$ cat src/dtrig_defines.svh
// offsets, field positions and reset values of the trigger and debug csrs
// assumes: included by the design files under its bare name
`ifndef DTRIG_DEFINES_SVH
`define DTRIG_DEFINES_SVH

// ****************************************
// csr addresses
// ****************************************
`define DTRIG_CSR_CTRL 12'h7A1
`define DTRIG_CSR_CMP 12'h7A2
`define DTRIG_CSR_DBGCS 12'h7B0

// ****************************************
// trigger control fields
// ****************************************
`define DTRIG_HIT 20
`define DTRIG_SEL 19
`define DTRIG_ACT_HI 15
`define DTRIG_ACT_LO 12
`define DTRIG_KIND_HI 10
`define DTRIG_KIND_LO 7
`define DTRIG_MEN 6
`define DTRIG_EXE 2
`define DTRIG_STE 1
`define DTRIG_LDE 0
`define DTRIG_F4_EQ 4'h0
`define DTRIG_F4_ONE 4'h1

// ****************************************
// debug control/status fields
// ****************************************
`define DTRIG_VER_HI 31
`define DTRIG_VER_LO 28
`define DTRIG_VER_VAL 4'h4
`define DTRIG_EBM 15
`define DTRIG_STEPIE 11

// ****************************************
// reset values
// ****************************************
`define DTRIG_CMP_RST 32'h0000_0000
`define DTRIG_BIT_RST 1'b0

`endif

$ cat src/dtrig_pkg.sv
// types shared by the trigger and debug control files
// assumes: nothing beyond the defines header
package dtrig_pkg;

  typedef logic [31:0] dtrig_word_t;

  // compare kind as held in hardware; only two kinds exist
  typedef enum logic [0:0] {
    DTRIG_KIND_EQ = 1'b0,
    DTRIG_KIND_TOP = 1'b1
  } dtrig_kind_e;

  // what a firing trigger does
  typedef enum logic [0:0] {
    DTRIG_ACT_BKPT = 1'b0,
    DTRIG_ACT_DBG = 1'b1
  } dtrig_act_e;

endpackage : dtrig_pkg

$ cat src/dtrig_top.sv
// trigger match logic and debug control/status csrs of a machine-mode hart
// assumes: csr port driven by the hart's csr unit, hart events one cycle each
//
// Contract
// [RULE1] kind 0: exact equality match
// [RULE2] kind 1: compare top M bits only
// [RULE3] other kind encodings are reserved
// [RULE4] machine-mode enable bit gates trigger
// [RULE5] supervisor/user enables read as zero
// [RULE6] execute enable fires on instruction address
// [RULE7] store enable fires on address or data
// [RULE8] load enable fires on address only
// [RULE9] compare value: 32-bit read/write, resets zero
// [RULE10] compare value decoded at 0x7A2
// [RULE11] debug csr outside debug mode: illegal
// [RULE12] debug version field reads four
// [RULE13] ebreak enable sends ebreak to debug
// [RULE14] step interrupt enable bit
// [RULE15] debugger changes step enable only halted
// [RULE16] hit flag set on match, software writable
// [RULE17] select bit: address or store data
// [RULE18] action: breakpoint or enter debug
// [RULE19] unsupported kind writes are ignored
// [RULE20] reserved bits read zero, ignore writes
`timescale 1ns/10ps
`default_nettype none
`include "dtrig_defines.svh"
module dtrig_top (
  // clock and reset
  input wire logic mclk_i,
  input wire logic rst_n_i,
  // csr access from the hart
  input wire logic csr_req_i,
  input wire logic csr_we_i,
  input wire logic [11:0] csr_addr_i,
  input wire dtrig_pkg::dtrig_word_t csr_wdata_i,
  output logic csr_ack_o,
  output logic csr_illegal_o,
  output dtrig_pkg::dtrig_word_t csr_rdata_o,
  // hart state
  input wire logic dbg_mode_i,
  input wire logic mmode_i,
  // observed hart traffic
  input wire logic exec_vld_i,
  input wire dtrig_pkg::dtrig_word_t exec_addr_i,
  input wire logic ld_vld_i,
  input wire dtrig_pkg::dtrig_word_t ld_addr_i,
  input wire logic st_vld_i,
  input wire dtrig_pkg::dtrig_word_t st_addr_i,
  input wire dtrig_pkg::dtrig_word_t st_data_i,
  input wire logic ebreak_i,
  // results to the hart
  output logic trig_bkpt_o,
  output logic trig_dbg_o,
  output logic ebreak_dbg_o,
  output logic ebreak_trap_o,
  output logic step_ie_o
);

  // ****************************************
  // state
  // ****************************************
  dtrig_pkg::dtrig_word_t cmp_q;
  dtrig_pkg::dtrig_kind_e kind_q;
  dtrig_pkg::dtrig_act_e act_q;
  logic hit_q;
  logic sel_q;
  logic men_q;
  logic exe_q;
  logic ste_q;
  logic lde_q;
  logic ebm_q;

  // ****************************************
  // csr decode
  // ****************************************
  logic sel_ctrl;
  logic sel_cmp;
  logic sel_dbgcs;
  logic acc_ok;
  logic wr_ctrl;
  logic wr_cmp;
  logic wr_dbgcs;
  dtrig_pkg::dtrig_word_t ctrl_view;
  dtrig_pkg::dtrig_word_t dbgcs_view;
  dtrig_pkg::dtrig_word_t rdata_d;
  logic [3:0] wr_kind;
  logic [3:0] wr_act;

  always_comb begin
    sel_ctrl = 1'b0;
    sel_cmp = 1'b0;
    sel_dbgcs = 1'b0;
    if (csr_addr_i == `DTRIG_CSR_CTRL) begin
      sel_ctrl = 1'b1;
    end else if (csr_addr_i == `DTRIG_CSR_CMP) begin
      sel_cmp = 1'b1; // [RULE10]
    end else if (csr_addr_i == `DTRIG_CSR_DBGCS) begin
      sel_dbgcs = 1'b1;
    end
  end

  // debug csr needs debug mode; unmapped addresses are illegal as well
  assign acc_ok = sel_ctrl || sel_cmp || (sel_dbgcs && dbg_mode_i); // [RULE11]
  assign wr_ctrl = csr_req_i && csr_we_i && sel_ctrl;
  assign wr_cmp = csr_req_i && csr_we_i && sel_cmp;
  assign wr_dbgcs = csr_req_i && csr_we_i && sel_dbgcs && dbg_mode_i; // [RULE11]
  assign wr_kind = csr_wdata_i[`DTRIG_KIND_HI:`DTRIG_KIND_LO];
  assign wr_act = csr_wdata_i[`DTRIG_ACT_HI:`DTRIG_ACT_LO];

  // supervisor/user enables and all reserved bits are tied to zero here
  always_comb begin
    ctrl_view = 32'h0000_0000; // [RULE5] [RULE20]
    ctrl_view[`DTRIG_HIT] = hit_q;
    ctrl_view[`DTRIG_SEL] = sel_q;
    ctrl_view[`DTRIG_ACT_HI:`DTRIG_ACT_LO] = {3'h0, act_q};
    ctrl_view[`DTRIG_KIND_HI:`DTRIG_KIND_LO] = {3'h0, kind_q};
    ctrl_view[`DTRIG_MEN] = men_q;
    ctrl_view[`DTRIG_EXE] = exe_q;
    ctrl_view[`DTRIG_STE] = ste_q;
    ctrl_view[`DTRIG_LDE] = lde_q;
  end

  always_comb begin
    dbgcs_view = 32'h0000_0000; // [RULE5] [RULE20]
    dbgcs_view[`DTRIG_VER_HI:`DTRIG_VER_LO] = `DTRIG_VER_VAL; // [RULE12]
    dbgcs_view[`DTRIG_EBM] = ebm_q;
    dbgcs_view[`DTRIG_STEPIE] = step_ie_o;
  end

  always_comb begin
    rdata_d = 32'h0000_0000;
    if (!acc_ok) begin
      rdata_d = 32'h0000_0000;
    end else if (sel_ctrl) begin
      rdata_d = ctrl_view;
    end else if (sel_cmp) begin
      rdata_d = cmp_q;
    end else if (sel_dbgcs) begin
      rdata_d = dbgcs_view;
    end
  end

  // ****************************************
  // csr answer
  // ****************************************
  always_ff @(posedge mclk_i) begin
    if (!rst_n_i) begin
      csr_ack_o <= 1'b0;
      csr_illegal_o <= 1'b0;
      csr_rdata_o <= 32'h0000_0000;
    end else begin
      csr_ack_o <= csr_req_i;
      csr_illegal_o <= csr_req_i && !acc_ok; // [RULE11]
      csr_rdata_o <= csr_req_i ? rdata_d : 32'h0000_0000;
    end
  end

  // ****************************************
  // trigger control register
  // ****************************************
  logic fire;

  always_ff @(posedge mclk_i) begin
    if (!rst_n_i) begin
      sel_q <= `DTRIG_BIT_RST;
      men_q <= `DTRIG_BIT_RST;
      exe_q <= `DTRIG_BIT_RST;
      ste_q <= `DTRIG_BIT_RST;
      lde_q <= `DTRIG_BIT_RST;
    end else if (wr_ctrl) begin
      sel_q <= csr_wdata_i[`DTRIG_SEL]; // [RULE17]
      men_q <= csr_wdata_i[`DTRIG_MEN]; // [RULE4]
      exe_q <= csr_wdata_i[`DTRIG_EXE]; // [RULE6]
      ste_q <= csr_wdata_i[`DTRIG_STE]; // [RULE7]
      lde_q <= csr_wdata_i[`DTRIG_LDE]; // [RULE8]
    end
  end

  // reserved encodings leave the field as it was
  always_ff @(posedge mclk_i) begin
    if (!rst_n_i) begin
      kind_q <= dtrig_pkg::DTRIG_KIND_EQ;
      act_q <= dtrig_pkg::DTRIG_ACT_BKPT;
    end else if (wr_ctrl) begin
      if (wr_kind == `DTRIG_F4_EQ) begin
        kind_q <= dtrig_pkg::DTRIG_KIND_EQ; // [RULE19]
      end else if (wr_kind == `DTRIG_F4_ONE) begin
        kind_q <= dtrig_pkg::DTRIG_KIND_TOP; // [RULE3] [RULE19]
      end
      if (wr_act == `DTRIG_F4_EQ) begin
        act_q <= dtrig_pkg::DTRIG_ACT_BKPT;
      end else if (wr_act == `DTRIG_F4_ONE) begin
        act_q <= dtrig_pkg::DTRIG_ACT_DBG;
      end
    end
  end

  // a match in the same cycle as a clearing write still leaves the flag set
  always_ff @(posedge mclk_i) begin
    if (!rst_n_i) begin
      hit_q <= `DTRIG_BIT_RST;
    end else if (fire) begin
      hit_q <= 1'b1; // [RULE16]
    end else if (wr_ctrl) begin
      hit_q <= csr_wdata_i[`DTRIG_HIT]; // [RULE16]
    end
  end

  // ****************************************
  // compare value and debug control
  // ****************************************
  always_ff @(posedge mclk_i) begin
    if (!rst_n_i) begin
      cmp_q <= `DTRIG_CMP_RST;
    end else if (wr_cmp) begin
      cmp_q <= csr_wdata_i; // [RULE9]
    end
  end

  // step enable is guarded against writes while running: wr_dbgcs only writes it in debug mode
  always_ff @(posedge mclk_i) begin
    if (!rst_n_i) begin
      ebm_q <= `DTRIG_BIT_RST;
      step_ie_o <= `DTRIG_BIT_RST;
    end else if (wr_dbgcs) begin
      ebm_q <= csr_wdata_i[`DTRIG_EBM]; // [RULE13]
      step_ie_o <= csr_wdata_i[`DTRIG_STEPIE]; // [RULE14] [RULE15]
    end
  end

  // ****************************************
  // match logic
  // ****************************************
  logic hit_ex;
  logic hit_ld;
  logic hit_st;
  logic active;
  dtrig_pkg::dtrig_word_t st_val;

  assign st_val = sel_q ? st_data_i : st_addr_i; // [RULE17]

  dtrig_cmp u_cmp_ex (
    .value_i(exec_addr_i),
    .cmp_i(cmp_q),
    .kind_i(kind_q),
    .hit_o(hit_ex)
  );

  dtrig_cmp u_cmp_ld (
    .value_i(ld_addr_i),
    .cmp_i(cmp_q),
    .kind_i(kind_q),
    .hit_o(hit_ld)
  );

  dtrig_cmp u_cmp_st (
    .value_i(st_val),
    .cmp_i(cmp_q),
    .kind_i(kind_q),
    .hit_o(hit_st)
  );

  // debug mode itself never fires the trigger
  assign active = men_q && mmode_i && !dbg_mode_i; // [RULE4]
  // with select set only store data qualifies; load data is never seen
  assign fire = active && ((exec_vld_i && exe_q && !sel_q && hit_ex) // [RULE6]
    || (ld_vld_i && lde_q && !sel_q && hit_ld) // [RULE8]
    || (st_vld_i && ste_q && hit_st)); // [RULE7]

  dtrig_fire u_fire (
    .mclk_i(mclk_i),
    .rst_n_i(rst_n_i),
    .fire_i(fire),
    .act_i(act_q),
    .ebreak_i(ebreak_i),
    .ebreakm_i(ebm_q),
    .bkpt_o(trig_bkpt_o),
    .dbg_o(trig_dbg_o),
    .ebreak_dbg_o(ebreak_dbg_o),
    .ebreak_trap_o(ebreak_trap_o)
  );
endmodule : dtrig_top
`default_nettype wire

$ cat src/dtrig_cmp.sv
// one value comparator of the trigger: exact or top-bits match
// assumes: purely combinational, caller registers the result
`timescale 1ns/10ps
`default_nettype none
module dtrig_cmp (
  // observed and reference values
  input wire dtrig_pkg::dtrig_word_t value_i,
  input wire dtrig_pkg::dtrig_word_t cmp_i,
  // compare kind
  input wire dtrig_pkg::dtrig_kind_e kind_i,
  // result
  output logic hit_o
);

  // ones above the lowest zero of v; lowest zero and all below drop out
  function automatic dtrig_pkg::dtrig_word_t keep_mask(input dtrig_pkg::dtrig_word_t v);
    keep_mask = ~(v ^ (v + 32'h0000_0001));
  endfunction : keep_mask

  always_comb begin
    if (kind_i == dtrig_pkg::DTRIG_KIND_TOP) begin
      hit_o = ((value_i ^ cmp_i) & keep_mask(cmp_i)) == 32'h0000_0000; // [RULE2]
    end else begin
      hit_o = value_i == cmp_i; // [RULE1]
    end
  end

endmodule : dtrig_cmp
`default_nettype wire

$ cat src/dtrig_fire.sv
// registers the outcome of a trigger hit and of an ebreak
// assumes: fire_i and ebreak_i are single-cycle events from the hart
`timescale 1ns/10ps
`default_nettype none
module dtrig_fire (
  // clock and reset
  input wire logic mclk_i,
  input wire logic rst_n_i,
  // events and their steering
  input wire logic fire_i,
  input wire dtrig_pkg::dtrig_act_e act_i,
  input wire logic ebreak_i,
  input wire logic ebreakm_i,
  // results, one-cycle pulses
  output logic bkpt_o,
  output logic dbg_o,
  output logic ebreak_dbg_o,
  output logic ebreak_trap_o
);

  always_ff @(posedge mclk_i) begin
    if (!rst_n_i) begin
      bkpt_o <= 1'b0;
      dbg_o <= 1'b0;
    end else begin
      bkpt_o <= fire_i && (act_i == dtrig_pkg::DTRIG_ACT_BKPT); // [RULE18]
      dbg_o <= fire_i && (act_i == dtrig_pkg::DTRIG_ACT_DBG); // [RULE18]
    end
  end

  always_ff @(posedge mclk_i) begin
    if (!rst_n_i) begin
      ebreak_dbg_o <= 1'b0;
      ebreak_trap_o <= 1'b0;
    end else begin
      ebreak_dbg_o <= ebreak_i && ebreakm_i; // [RULE13]
      ebreak_trap_o <= ebreak_i && !ebreakm_i; // [RULE13]
    end
  end

endmodule : dtrig_fire
`default_nettype wire

$ cat config.mk
export PLATFORM = sky130hd
export DESIGN_NAME = dtrig_top
export DESIGN_NICKNAME = d
export VERILOG_FILES = /design/src/dtrig_pkg.sv /design/src/dtrig_top.sv /design/src/dtrig_cmp.sv /design/src/dtrig_fire.sv
export VERILOG_INCLUDE_DIRS = /design/src /design/src/src
export SDC_FILE = /design/constraint.sdc
export NUM_CORES = 1
export LEC_CHECK = 0
export BUFFER_PORTS_ARGS = -buffer_cell sky130_fd_sc_hd__buf_4
export CAP_MARGIN = 30
export CORE_ASPECT_RATIO = 0.6
export CORE_MARGIN = 8
export CORE_UTILIZATION = 45
export CTS_CLUSTER_SIZE = 30
export DETAILED_ROUTE_END_ITERATION = 10
export GPL_TIMING_DRIVEN = 0
export MAX_ROUTING_LAYER = met4
export PLACE_DENSITY = 0.75
export SLEW_MARGIN = 20
export SYNTH_ARGS = -nofsm -noshare
export SYNTH_HDL_FRONTEND = slang
export SYNTH_SLANG_ARGS = --single-unit
export TNS_END_PERCENT = 5
$ cat constraint.sdc
create_clock -name mclk_i -period 6.97 [get_ports mclk_i]
set_clock_uncertainty 0.15 [all_clocks]
set_input_delay 1.394 -clock mclk_i [delete_from_list [all_inputs] [get_ports mclk_i]]
set_output_delay 1.394 -clock mclk_i [all_outputs]
set_load 0.05 [all_outputs]
=== Yosys cells after proc, flatten, opt, wreduce, memory -nomap -nowiden ===
Cells that the tools add are included.

* Bitwise operators: 12
* Eq/ne operators: 8
* Reductions and logical operators: 42
* Shifts and indexed selects: 0
* Divide/modulo/power cells: 0
* Muxes and demuxes: 19
* $mul: 0
* Magnitude comparators: 0
* $add $sub $neg: 1

{| class="wikitable"
|+ Operator list
! cell !! number
|-
| $xor A32 B32 Y32 || 4
|-
| $and A32 B32 Y32 || 3
|-
| $eq A32 B32 Y1 || 3
|-
| $logic_not A32 Y1 || 3
|-
| $mux W32 || 2
|-
| $eq A12 B11 Y1 const B || 3
|-
| $add A32 B1 Y32 const B || 1
|-
| $not A32 Y32 || 1
|-
| $mux W31 || 1
|-
| $logic_and A1 B1 Y1 || 22
|-
| $mux W21 || 1
|-
| $mux W1 || 15
|-
| $eq A4 B1 Y1 const B || 2
|-
| $logic_not A4 Y1 || 2
|-
| $reduce_bool A2 Y1 || 3
|-
| $logic_not A1 Y1 || 4
|-
| $logic_or A1 B1 Y1 || 4
|-
| $not A1 Y1 || 4
|-
| $reduce_and A2 Y1 || 2
|-
| $reduce_or A4 Y1 || 1
|-
| $reduce_and A3 Y1 || 1
|}

* Word-level logic and storage cells: 101
* Output and inout bits: 39
* Bits in writable memories: 0
* Bits in registers: 80
* Input port bits: 182
* Memories: 0
* Latch bits: 0
* Memory bits (read-only): 0

=== Depth between registers and ports, before layout ===
Gate-level depths: netlist of the first run.

* Word-level depth: 11
* Gate-level depth with buffers: 10
* Mapped depth without buffers: 9

=== Hierarchy ===
A second synthesis of the first run with hierarchy kept.

* Cell total of the unflattened synthesis: 745
* Area total of the unflattened synthesis: 6,145.9 µm²

{| class="wikitable"
|+ By module, submodules not included
! module !! cells an instance !! times used !! area each (µm²) !! seq. area each (µm²)
|-
| dtrig_top || 329 || 1 || 3,153.0 || 1,521.5
|-
| dtrig_cmp || 136 || 3 || 960.9 || 0.0
|-
| dtrig_fire || 8 || 1 || 110.1 || 80.1
|}

=== Worst setup path before layout of the first run ===
Ideal clock, no wire load.

* Path type: in2reg
* From: input port csr_addr_i[6]
* To: register act_q
* Data required time: 6.704 ns
* Path slack: 3.602 ns
* Arrival time: 3.102 ns
* Cell stages on the path: 8
* Path through: nand4b_1 nor3_1 nand4b_1 nor4b_4 nand3_2 nor4_1 mux2i_1 nor2b_1

* Longest elaborated chain between the ends: 4

{| class="wikitable"
|+ Ends and longest elaborated chain
! what !! line !! RTL
|-
| start: declaration || dtrig_top.sv:35 || <nowiki>input wire logic [11:0] csr_addr_i,</nowiki>
|-
| $eq A12 B11 Y1 (no source line) || n/a ||
|-
| $mux W1 || dtrig_top.sv:94 || <nowiki>if (csr_addr_i == `DTRIG_CSR_CTRL) begin</nowiki>
|-
| $logic_and A1 B1 Y1 || dtrig_top.sv:105 || <nowiki>assign wr_ctrl = csr_req_i && csr_we_i && sel_ctrl;</nowiki>
|-
| $reduce_and A2 Y1 (no source line) || n/a ||
|-
| end signal: assignment || dtrig_top.sv:184 || <nowiki>act_q <= dtrig_pkg::DTRIG_ACT_BKPT;</nowiki>
|-
| end signal: assignment || dtrig_top.sv:192 || <nowiki>act_q <= dtrig_pkg::DTRIG_ACT_BKPT;</nowiki>
|-
| end signal: assignment || dtrig_top.sv:194 || <nowiki>act_q <= dtrig_pkg::DTRIG_ACT_DBG;</nowiki>
|-
| end: declaration || dtrig_top.sv:65 || <nowiki>dtrig_pkg::dtrig_act_e act_q;</nowiki>
|}

Every way passes these cells.
A chain may end at the register's enable or synchronous reset.

=== Worst setup path after layout of the first run ===
* From: register cmp_q[2]
* To: register u_fire.bkpt_o

* Longest elaborated chain between the ends: 11

{| class="wikitable"
|+ Ends and longest elaborated chain
! what !! line !! RTL
|-
| start: declaration || dtrig_top.sv:63 || <nowiki>dtrig_pkg::dtrig_word_t cmp_q;</nowiki>
|-
| start signal: assignment || dtrig_top.sv:215 || <nowiki>cmp_q <= `DTRIG_CMP_RST;</nowiki>
|-
| start signal: assignment || dtrig_top.sv:217 || <nowiki>cmp_q <= csr_wdata_i;</nowiki>
|-
| $add A32 B1 Y32 || dtrig_cmp.sv:17 || <nowiki>keep_mask = ~(v ^ (v + 32'h0000_0001));</nowiki>
|-
| $xor A32 B32 Y32 || dtrig_cmp.sv:17 ||
|-
| $not A32 Y32 || dtrig_cmp.sv:17 ||
|-
| $and A32 B32 Y32 || dtrig_cmp.sv:22 || <nowiki>hit_o = ((value_i ^ cmp_i) & keep_mask(cmp_i)) == 32'h0000_0000;</nowiki>
|-
| $logic_not A32 Y1 || dtrig_cmp.sv:22 ||
|-
| $mux W1 || dtrig_cmp.sv:21 || <nowiki>if (kind_i == dtrig_pkg::DTRIG_KIND_TOP) begin</nowiki>
|-
| $logic_and A1 B1 Y1, on equally long branches || dtrig_top.sv:267, dtrig_top.sv:268 ||
|-
| $logic_or A1 B1 Y1 || dtrig_top.sv:268 || <nowiki>|| (ld_vld_i && lde_q && !sel_q && hit_ld)</nowiki>
|-
| $logic_or A1 B1 Y1 (*) || dtrig_top.sv:269 || <nowiki>|| (st_vld_i && ste_q && hit_st));</nowiki>
|-
| $logic_and A1 B1 Y1 (*) || dtrig_top.sv:267 || <nowiki>assign fire = active && ((exec_vld_i && exe_q && !sel_q && hit_ex)</nowiki>
|-
| $logic_and A1 B1 Y1 (*) || dtrig_fire.sv:26 || <nowiki>bkpt_o <= fire_i && (act_i == dtrig_pkg::DTRIG_ACT_BKPT);</nowiki>
|-
| end signal: assignment || dtrig_fire.sv:26 ||
|-
| end: declaration || dtrig_fire.sv:15 || <nowiki>output logic bkpt_o,</nowiki>
|}

Mark *: on every way between the ends. The rest lies on a longest branch, timed or not.

==> results of run 1 <==
==> kinds of logic (layout without fill, tap and decap cells) <==
kind of cell	after synthesis	in the layout	share of synthesized area, %
and+or+nand+nor	250	250	26.9
xor gates and xnor gates	94	94	14.6
AOI/OAI and AO/OA	92	92	11.3
DFF	80	80	28.5
muxes	75	75	13.4
buffers and inverters	58	293	5.10
adders and majority gates	1	1	0.223
==> placed cells by master, fill, tap and decap left out, types with 4 or more instances in the layout <==
cell / instances
nor2b_1: 49
buf_4: 224
inv_1: 6
a31oi_1: 8
clkbuf_16: 9
dfxtp_1: 80
nor3_1: 12
mux2i_1: 74
a22oi_1: 18
xor2_1: 57
nand2_1: 36
clkbuf_1: 14
nand2b_1: 5
and3_1: 27
nand4_1: 19
nor2_1: 31
a21oi_1: 22
nand3_2: 4
o21ai_0: 15
nor4_1: 20
nand3_1: 19
nand4b_1: 5
buf_2: 28
xnor2_1: 37
==> per-stage QoR <==
| step | util (%) | hold slack [ns] | cells |
|---|---|---|---|
| floorplan | - | 0.272 | 650 |
| global placement | 61.5 | 0.294 | 1034 |
| detailed placement | 61.5 | 0.329 | 1034 |
| CTS | 64.1 | 0.349 | 1050 |
| global route | 64.1 | 0.365 | 1050 |
| finish | 64.1 | 0.348 | 1050 |
==> layout make-up <==
class	count	share of cell area, %
Buffer	52	3.39
Timing Repair Buffer	219	21.1
Clock buffer	9	2.89
Sequential cell	80	20.6
Clock inverter	7	1.11
Tap cell	165	2.65
Multi-Input combinational cell	512	48.0
Inverter	6	0.289
==> per-layer routing <==
metal / up-vias / wire, um / global-route usage (%)
met5: - / 0 / -
met4: 0 / 465 / 7.86
met3: 37 / 2880 / 7.66
met2: 460 / 11400 / 48.5
met1: 2982 / 12500 / 44.3
li1: 2792 / - / -
==> critical path: cells and delay by family, from the launching register on <==
kind            cells  cell delay, ns
flops               1            0.41
simple gates        4            1.34
compound gates      4            1.54
buf+inv             1            0.59
==> worst min path at each step <==
stage | to | cells after the start
6_report | u_fire.ebreak_trap_o$_SDFF_PN0_ | 1
5_1_grt | u_fire.ebreak_trap_o$_SDFF_PN0_ | 1
4_1_cts | u_fire.ebreak_trap_o$_SDFF_PN0_ | 1
3_5_place_dp | u_fire.ebreak_trap_o$_SDFF_PN0_ | 1
3_3_place_gp | u_fire.ebreak_trap_o$_SDFF_PN0_ | 1
2_1_floorplan | u_fire.ebreak_trap_o$_SDFF_PN0_ | 1
==> power by group through the flow <==
| stage | Sequential [mW] | Clock, mW | Combinational, mW |
|---|---|---|---|
| floorplan | 0.472 | 0 | 0.0600 |
| global placement | 0.469 | 0 | 0.172 |
| detailed placement | 0.469 | 0 | 0.175 |
| CTS | 0.458 | 0.515 | 0.176 |
| global route | 0.458 | 0.536 | 0.189 |
| finish | 0.458 | 0.516 | 0.180 |
==> flow_summary.ini, run 1 <==
[critical_path]
path_cells = buf_1 -> nand3_1 -> a2111oi_0 -> o21ai_0 -> nor4_1 -> nand3_1 -> nor4_1 -> o41ai_1 -> a21oi_1
critPathCaptureType = flip-flop
critPathArrivalTime_ns = 4.23
worstSetupStartpointType = flip-flop
timing.rr.start = cmp_q[2]$_SDFFE_PN0P_
r2r_cells = 9
r2r-end = u_fire.bkpt_o$_SDFF_PN0_
endpoint = u_fire.bkpt_o$_SDFF_PN0_
crit_path_start = cmp_q[2]$_SDFFE_PN0P_
crit_type = flip-flop to flip-flop
slowest_stage = a2111oi_0
cpPeakStageDelay_ns = 0.85
worstPathRequired_ns = 7.09
r2r_slack_ns = 2.86
critPathMaxFanout = 10

[logic_synthesis]
synth_top_flop_cell = dfxtp_1
ys_top_cells_by_count = 80 x dfxtp_1, 74 x mux2i_1, 57 x xor2_1
yosysTopAreaCell = dfxtp_1
synth_top_area_share_pct = 28.5
ys_seq_area_share_pct = 28.5
synth.distinct_cells = 61
synthCells = 650
yosysMostFrequentCell = dfxtp_1
syn_area_per_cell_um2 = 8.65
synth_area_mm2 = 0.00562
syn_nets = 833
yosys-top-cells-area = dfxtp_1 28%, mux2i_1 13%, xor2_1 8.9%
synth_edf_count = 0
synth_warnings = 0
async_reset_ff_share_pct = 0
yosys_register_bits = 80

[layout]
multi_input_area_mm2 = 0.00373
final_area_mm2 = 0.00778
top_regs = cmp_q x32, csr_rdata_o x32
areaGrowthSynthToFinish_pct = 38.5
regArea_mm2 = 0.00160
drive_above_1_share_pct = 32.8
n_antenna_cell = 0
fillCellCount = 984
layout.nets = 1063

[timing]
setup_slack_ns = 2.86
setup_violations = 0
rsz0062_at_grt = false
max_freq_ghz = 0.243
slew-limit-headroom_pct = 38.7
drv_slew = 0
fin_tns_setup_ns = 0
fin_crit_sh_pct = 59.0
tightestPinTransition_ns = 0.897
hold_viol_final = 0
final.min_clock_period_ns = 4.11

[cts]
path_clk_slew_ns = 0.07
htreeDepth = 3
cts_buffers = 9
insertion_delay_ns = 0.35
cts-root-buf = clkbuf_16
cts.sink_count = 80
post_cts_buffers = 0
cts_tree = yes
clk_path_buf_depth = 2
cts_hold_buf = 0
cts_resized = 0

[power]
p_leak_nw = 3.59
p_per_area_mw_per_mm2 = 148
sw_frac_of_total_pct = 27.0
p_int_uw = 843
ir_worst_vdd_mv = 0.120
power.share.sequential_pct = 39.7
power_frac_clock_pct = 44.7
switching_power_uw = 311
power.total_mw = 1.15
p_comb_share_pct = 15.6

[routing]
routed_via_density = 5.97
dr.pass1.iters = 5
drc = 0
wl_per_cell_um = 26.0
drtIter0Drc = 645
antenna_left = 0
vias = 6271
drt-total-wl_mm = 27.3

[placed_design]
dp_slack_ns = 2.69
placed_cell_area_mm2 = 0.00747
gp_congestion = 0.997
portBuffers = 219
dp_hpwl_mm = 22.5

[floorplan]
row_count = 31
coreArea_mm2 = 0.0121
die_area_mm2 = 0.0164
initial_core_util_pct = 46.3
pin_count = 221
die_h_um = 103
die_w_um = 160

[grt]
grt_start_max_net_pins = 17
grt_pass1_wl_mm = 39.6
overflow = 0
grt_pass1_vias = 6530
grtUsageTotal_pct = 32.7
grt_antenna_before_repair = 0

[run_status]
status = completed

[flow_run]
drv_cap = 0

[min_path]
hold_class = flip-flop to flip-flop
hp-start = ebm_q$_SDFFE_PN0P_
Power figures use the tool's default switching activity.
==> inputs of run 2 (changes only) <==
--- a/config.mk
+++ b/config.mk
@@ -15,7 +15,7 @@
 export DETAILED_ROUTE_END_ITERATION = 10
 export GPL_TIMING_DRIVEN = 0
 export MAX_ROUTING_LAYER = met4
-export PLACE_DENSITY = 0.75
+export PLACE_DENSITY = 0.78
 export SLEW_MARGIN = 20
 export SYNTH_ARGS = -nofsm -noshare
 export SYNTH_HDL_FRONTEND = slang
==> constraint.sdc (replaced) <==
create_clock -name mclk_i -period 3.5 [get_ports mclk_i]
set_clock_uncertainty 0.15 [all_clocks]
set_input_delay 0.7 -clock mclk_i [delete_from_list [all_inputs] [get_ports mclk_i]]
set_output_delay 0.7 -clock mclk_i [all_outputs]
set_load 0.05 [all_outputs]
==> flow_summary.ini, run 2 (synthesis results as in run 1) <==
[grt]
grt_pass1_vias = 6147
grt_antenna_before_repair = 0
overflow = 0
grt_start_max_net_pins = 16
grtUsageTotal_pct = 30.0
grt_pass1_wl_mm = 36.4

[placed_design]
dp_slack_ns = -0.0766
dp_hpwl_mm = 20.1
portBuffers = 219
dp_cells = 1034
gp_congestion = 0.991

[layout]
n_antenna_cell = 0
layout.nets = 1063
layout.cells.most_common_list = 224 x buf_4, 80 x dfxtp_1, 74 x mux2i_1
layout_commonest_cell = buf_4
top_regs = cmp_q x32, csr_rdata_o x32
fillCellCount = 1050
fin_util_pct = 64.7
final_cells = 1050
drive_above_1_share_pct = 33.8
areaGrowthSynthToFinish_pct = 39.8

[routing]
routed_via_density = 5.86
drt-total-wl_mm = 25.0
drtIter0Drc = 593
antenna_left = 0
dr.pass1.iters = 5
drc = 0
wl_per_cell_um = 23.8
vias = 6152

[cts]
htreeDepth = 3
clk_path_buf_depth = 2
path_clk_slew_ns = 0.07
cts-root-buf = clkbuf_16
cts_tree = yes
cts.sink_count = 80
post_cts_buffers = 0
cts_buffers = 9
insertion_delay_ns = 0.36
cts_hold_buf = 0

[floorplan]
die_area_mm2 = 0.0164
coreArea_mm2 = 0.0121
die_h_um = 103
die_w_um = 160
row_count = 31
initial_core_util_pct = 46.3
pin_count = 221

[timing]
drv_slew = 0
max_freq_ghz = 0.288
fin_crit_sh_pct = 99.2
setup_slack_ns = 0.0273
rsz0062_at_grt = false
final.min_clock_period_ns = 3.47
hold_ws_ns = 0.313
hold_viol_final = 0
slew-limit-headroom_pct = 48.5
setup_violations = 0
tightestPinTransition_ns = 0.770

[critical_path]
r2r-end = u_fire.bkpt_o$_SDFF_PN0_
timing.rr.start = sel_q$_SDFFE_PN0P_
worstPathRequired_ns = 3.63
critPathCaptureType = flip-flop
r2r_cells = 9
crit_type = flip-flop to flip-flop
critPathMaxFanout = 10
r2r_slack_ns = 0.03
worstSetupStartpointType = flip-flop
critPathArrivalTime_ns = 3.60

[power]
p_per_area_mw_per_mm2 = 301
p_leak_nw = 3.62
ir_worst_vdd_mv = 0.252

[min_path]
min_to = u_fire.ebreak_trap_o$_SDFF_PN0_
hp-start = ebm_q$_SDFFE_PN0P_
hold_class = flip-flop to flip-flop
min_path_cells = 1

[run_status]
status = completed

[flow_run]
drv_cap = 0
==> run 2: final cells by class <==
cell class	count	area [um2]	area share, %
Buffer	52	268	3.41
Clock buffer	10	239	3.04
Clock inverter	6	97.6	1.24
Inverter	6	22.5	0.287
Multi-Input combinational cell	512	3780	48.1
Sequential cell	80	1600	20.4
Tap cell	165	206	2.63
Timing Repair Buffer	219	1640	20.9
==> run 2: how the worst max path moves through the flow <==
stage	start	to	slack [ns]	cells after the start
after floorplan	csr_addr_i[6]	act_q$_SDFFE_PN0P_	0.83	8
after global placement	cmp_q[2]$_SDFFE_PN0P_	u_fire.bkpt_o$_SDFF_PN0_	-0.10	9
after detailed placement	cmp_q[2]$_SDFFE_PN0P_	u_fire.bkpt_o$_SDFF_PN0_	-0.08	9
after CTS	cmp_q[2]$_SDFFE_PN0P_	u_fire.bkpt_o$_SDFF_PN0_	0.01	9
after global routing	cmp_q[4]$_SDFFE_PN0P_	u_fire.bkpt_o$_SDFF_PN0_	0.009	9
final	sel_q$_SDFFE_PN0P_	u_fire.bkpt_o$_SDFF_PN0_	0.03	9
==> run 2: timing repair <==
item / CTS / global route
pin swaps: 0 / 0
gates resized for setup: 1 / 10
setup endpoints to repair: 3 / 3
==> run 2: critical path, cell delays in order, from the launching register on <==
cell and delay [ns]:
dfxtp_1 0.30, buf_2 0.36, clkbuf_4 0.40, mux2i_1 0.27
xnor2_1 0.19, nor4_2 0.50, nand4_1 0.33, nor4_1 0.48
o41ai_2 0.21, a21oi_1 0.19
==> run 2: layer usage <==
layer | part of all wire (%) | vias up | global-route usage [%] | wire [um]
li1 | - | 2798 | - | -
met1 | 46 | 2886 | 41.2 | 11500
met2 | 40 | 426 | 41.4 | 9900
met3 | 12 | 42 | 9.05 | 3020
met4 | 2.4 | 0 | 8.36 | 590
met5 | 0 | - | - | 0
==> run 2: per-stage QoR <==
stage | setup TNS, ns | power, mW | cell area, um2
after floorplan | 0 | 1.06 | 5620
after global placement | -0.170 | 1.28 | 7470
after detailed placement | -0.162 | 1.28 | 7470
after CTS | 0 | 2.36 | 7810
after global routing | 0 | 2.43 | 7860
final | 0 | 2.36 | 7860
==> run 2: report_power, final <==
part / internal (mW) / switching [mW] / total (mW)
sequential: 0.912 / 0.000450 / 0.912
combinational: 0.197 / 0.156 / 0.353
clock: 0.657 / 0.440 / 1.10
total: 1.77 / 0.597 / 2.36
==> inputs of run 3 (changes only) <==
--- a/config.mk
+++ b/config.mk
@@ -16,6 +16,7 @@
 export GPL_TIMING_DRIVEN = 0
 export MAX_ROUTING_LAYER = met4
 export PLACE_DENSITY = 0.78
+export SETUP_SLACK_MARGIN = 0.02
 export SLEW_MARGIN = 20
 export SYNTH_ARGS = -nofsm -noshare
 export SYNTH_HDL_FRONTEND = slang
==> constraint.sdc (replaced) <==
create_clock -name mclk_i -period 3.5 [get_ports mclk_i]
set_clock_uncertainty 0.15 [all_clocks]
set_input_delay 0.35 -clock mclk_i [delete_from_list [all_inputs] [get_ports mclk_i]]
set_output_delay 0.35 -clock mclk_i [all_outputs]
set_load 0.05 [all_outputs]
==> flow_summary.ini, run 3 (synthesis results as in run 1) <==
[routing]
drc = 0
dr.pass1.iters = 5
vias = 6138
wl_per_cell_um = 23.8
antenna_left = 0
drt-total-wl_mm = 25.0
drtIter0Drc = 609
routed_via_density = 5.83

[cts]
cts-root-buf = clkbuf_16
insertion_delay_ns = 0.36
cts.sink_count = 80
cts_buffers = 9
cts_hold_buf = 0
clk_path_buf_depth = 2
cts_tree = yes
path_clk_slew_ns = 0.06
htreeDepth = 3

[floorplan]
die_area_mm2 = 0.0164
initial_core_util_pct = 46.3
row_count = 31
die_w_um = 160
pin_count = 221
coreArea_mm2 = 0.0121
die_h_um = 103

[grt]
grt_start_max_net_pins = 16
grt_use_met1_pct = 41.3
met3_usage_pct = 8.97
grtUsageTotal_pct = 30.0
grt_pass1_wl_mm = 36.4
grt_antenna_before_repair = 0
gr-usage-met2_pct = 41.6
busiest_layer = met2
grt_pass1_vias = 6142
overflow = 0

[critical_path]
critPathArrivalTime_ns = 3.61
slowest_stage = nor4_1
critPathTopFamily = simple AND/OR/NAND/NOR gates
worstSetupStartpointType = flip-flop
r2r_slack_ns = 0.008
worstPathRequired_ns = 3.62
path_cells = buf_2 -> clkbuf_4 -> mux2i_1 -> xnor2_1 -> nor4_2 -> nand4_1 -> nor4_1 -> o41ai_2 -> a21oi_1
crit_type = flip-flop to flip-flop
critPathCaptureType = flip-flop
worst-path-buf-inv = 2
cpPeakStageDelay_ns = 0.52
critPathMaxFanout = 10

[placed_design]
gp_congestion = 0.991
portBuffers = 219
dp_hpwl_mm = 20.1

[timing]
tightestPinTransition_ns = 0.774
fin_crit_sh_pct = 99.8
drv_slew = 0
max_freq_ghz = 0.286
hold_ws_ns = 0.0834
setup_violations = 0
slew-limit-headroom_pct = 48.2
final.min_clock_period_ns = 3.49
hold_viol_final = 0

[layout]
layout.nets = 1066
drive_above_1_share_pct = 34.1
n_antenna_cell = 0
layout_commonest_cell = buf_4
areaGrowthSynthToFinish_pct = 40.7
layout.cells.most_common_list = 227 x buf_4, 80 x dfxtp_1, 74 x mux2i_1
top_regs = cmp_q x32, csr_rdata_o x32

[power]
p_leak_nw = 3.67
p_int_mw = 1.77
p_per_area_mw_per_mm2 = 299
switching_power_uw = 598
p_comb_share_pct = 14.9
ir_worst_vdd_mv = 0.250
power.total_mw = 2.36
power_frac_clock_pct = 46.5
sw_frac_of_total_pct = 25.3
power.share.sequential_pct = 38.6

[run_status]
status = completed

[flow_run]
drv_cap = 0

[min_path]
hold_class = input port to flip-flop
run 3: stage by stage:
step                setup WS, ns  area [um2]   TNS (ns)  utilization, %  instances
global route           -0.000367        7910  -0.000367            65.1       1053
floorplan                   1.07        5620          0               -        650
global placement          -0.104        7470     -0.170            61.5       1034
CTS                       0.0500        7810          0            64.3       1050
finish                   0.00817        7910          0            65.1       1053
detailed placement       -0.0766        7470     -0.162            61.5       1034
run 3: final cells by class:
cell class / count / area [um2]
Sequential cell: 80 / 1600
Tap cell: 165 / 206
Buffer: 52 / 268
Inverter: 6 / 22.5
Fill cell: 1048 / 4240
Multi-Input combinational cell: 512 / 3800
Clock buffer: 10 / 239
Timing Repair Buffer: 222 / 1670
Clock inverter: 6 / 97.6
run 3: repair_timing:
action | CTS | global route
pin swaps | 0 | 1
resized for setup | 2 | 12
setup endpoints to repair | 3 | 3
setup buffers | 0 | 3
run 3: path summary, 6_finish.rpt:
check	from	to	cells past startpoint
worst max-delay path	sel_q$_SDFFE_PN0P_	u_fire.bkpt_o$_SDFF_PN0_	9
worst min register to register	ebm_q$_SDFFE_PN0P_	u_fire.ebreak_trap_o$_SDFF_PN0_	1
worst max register to register	sel_q$_SDFFE_PN0P_	u_fire.bkpt_o$_SDFF_PN0_	9
worst min-delay path	ebreak_i	u_fire.ebreak_trap_o$_SDFF_PN0_	3
run 3: layer usage:
metal / vias up / wire, um
met3: 41 / 2950
met4: 0 / 566
li1: 2802 / -
met2: 417 / 9930
met1: 2878 / 11600
met5: - / 0
run 3: power groups by stage:
stage / Clock (mW) / Sequential [mW] / Combinational, mW
2_1_floorplan: 0 / 0.940 / 0.120
5_1_grt: 1.14 / 0.912 / 0.372
4_1_cts: 1.10 / 0.912 / 0.346
6_report: 1.10 / 0.912 / 0.353
3_5_place_dp: 0 / 0.933 / 0.344
3_3_place_gp: 0 / 0.933 / 0.343
run 3: worst reg2reg max path, stage by stage, from the launching register on:
cell and delay (ns):
dfxtp_1 0.30, buf_2 0.36, clkbuf_4 0.40, mux2i_1 0.28, xnor2_1 0.19, nor4_2 0.48, nand4_1 0.33, nor4_1 0.52
o41ai_2 0.22, a21oi_1 0.18
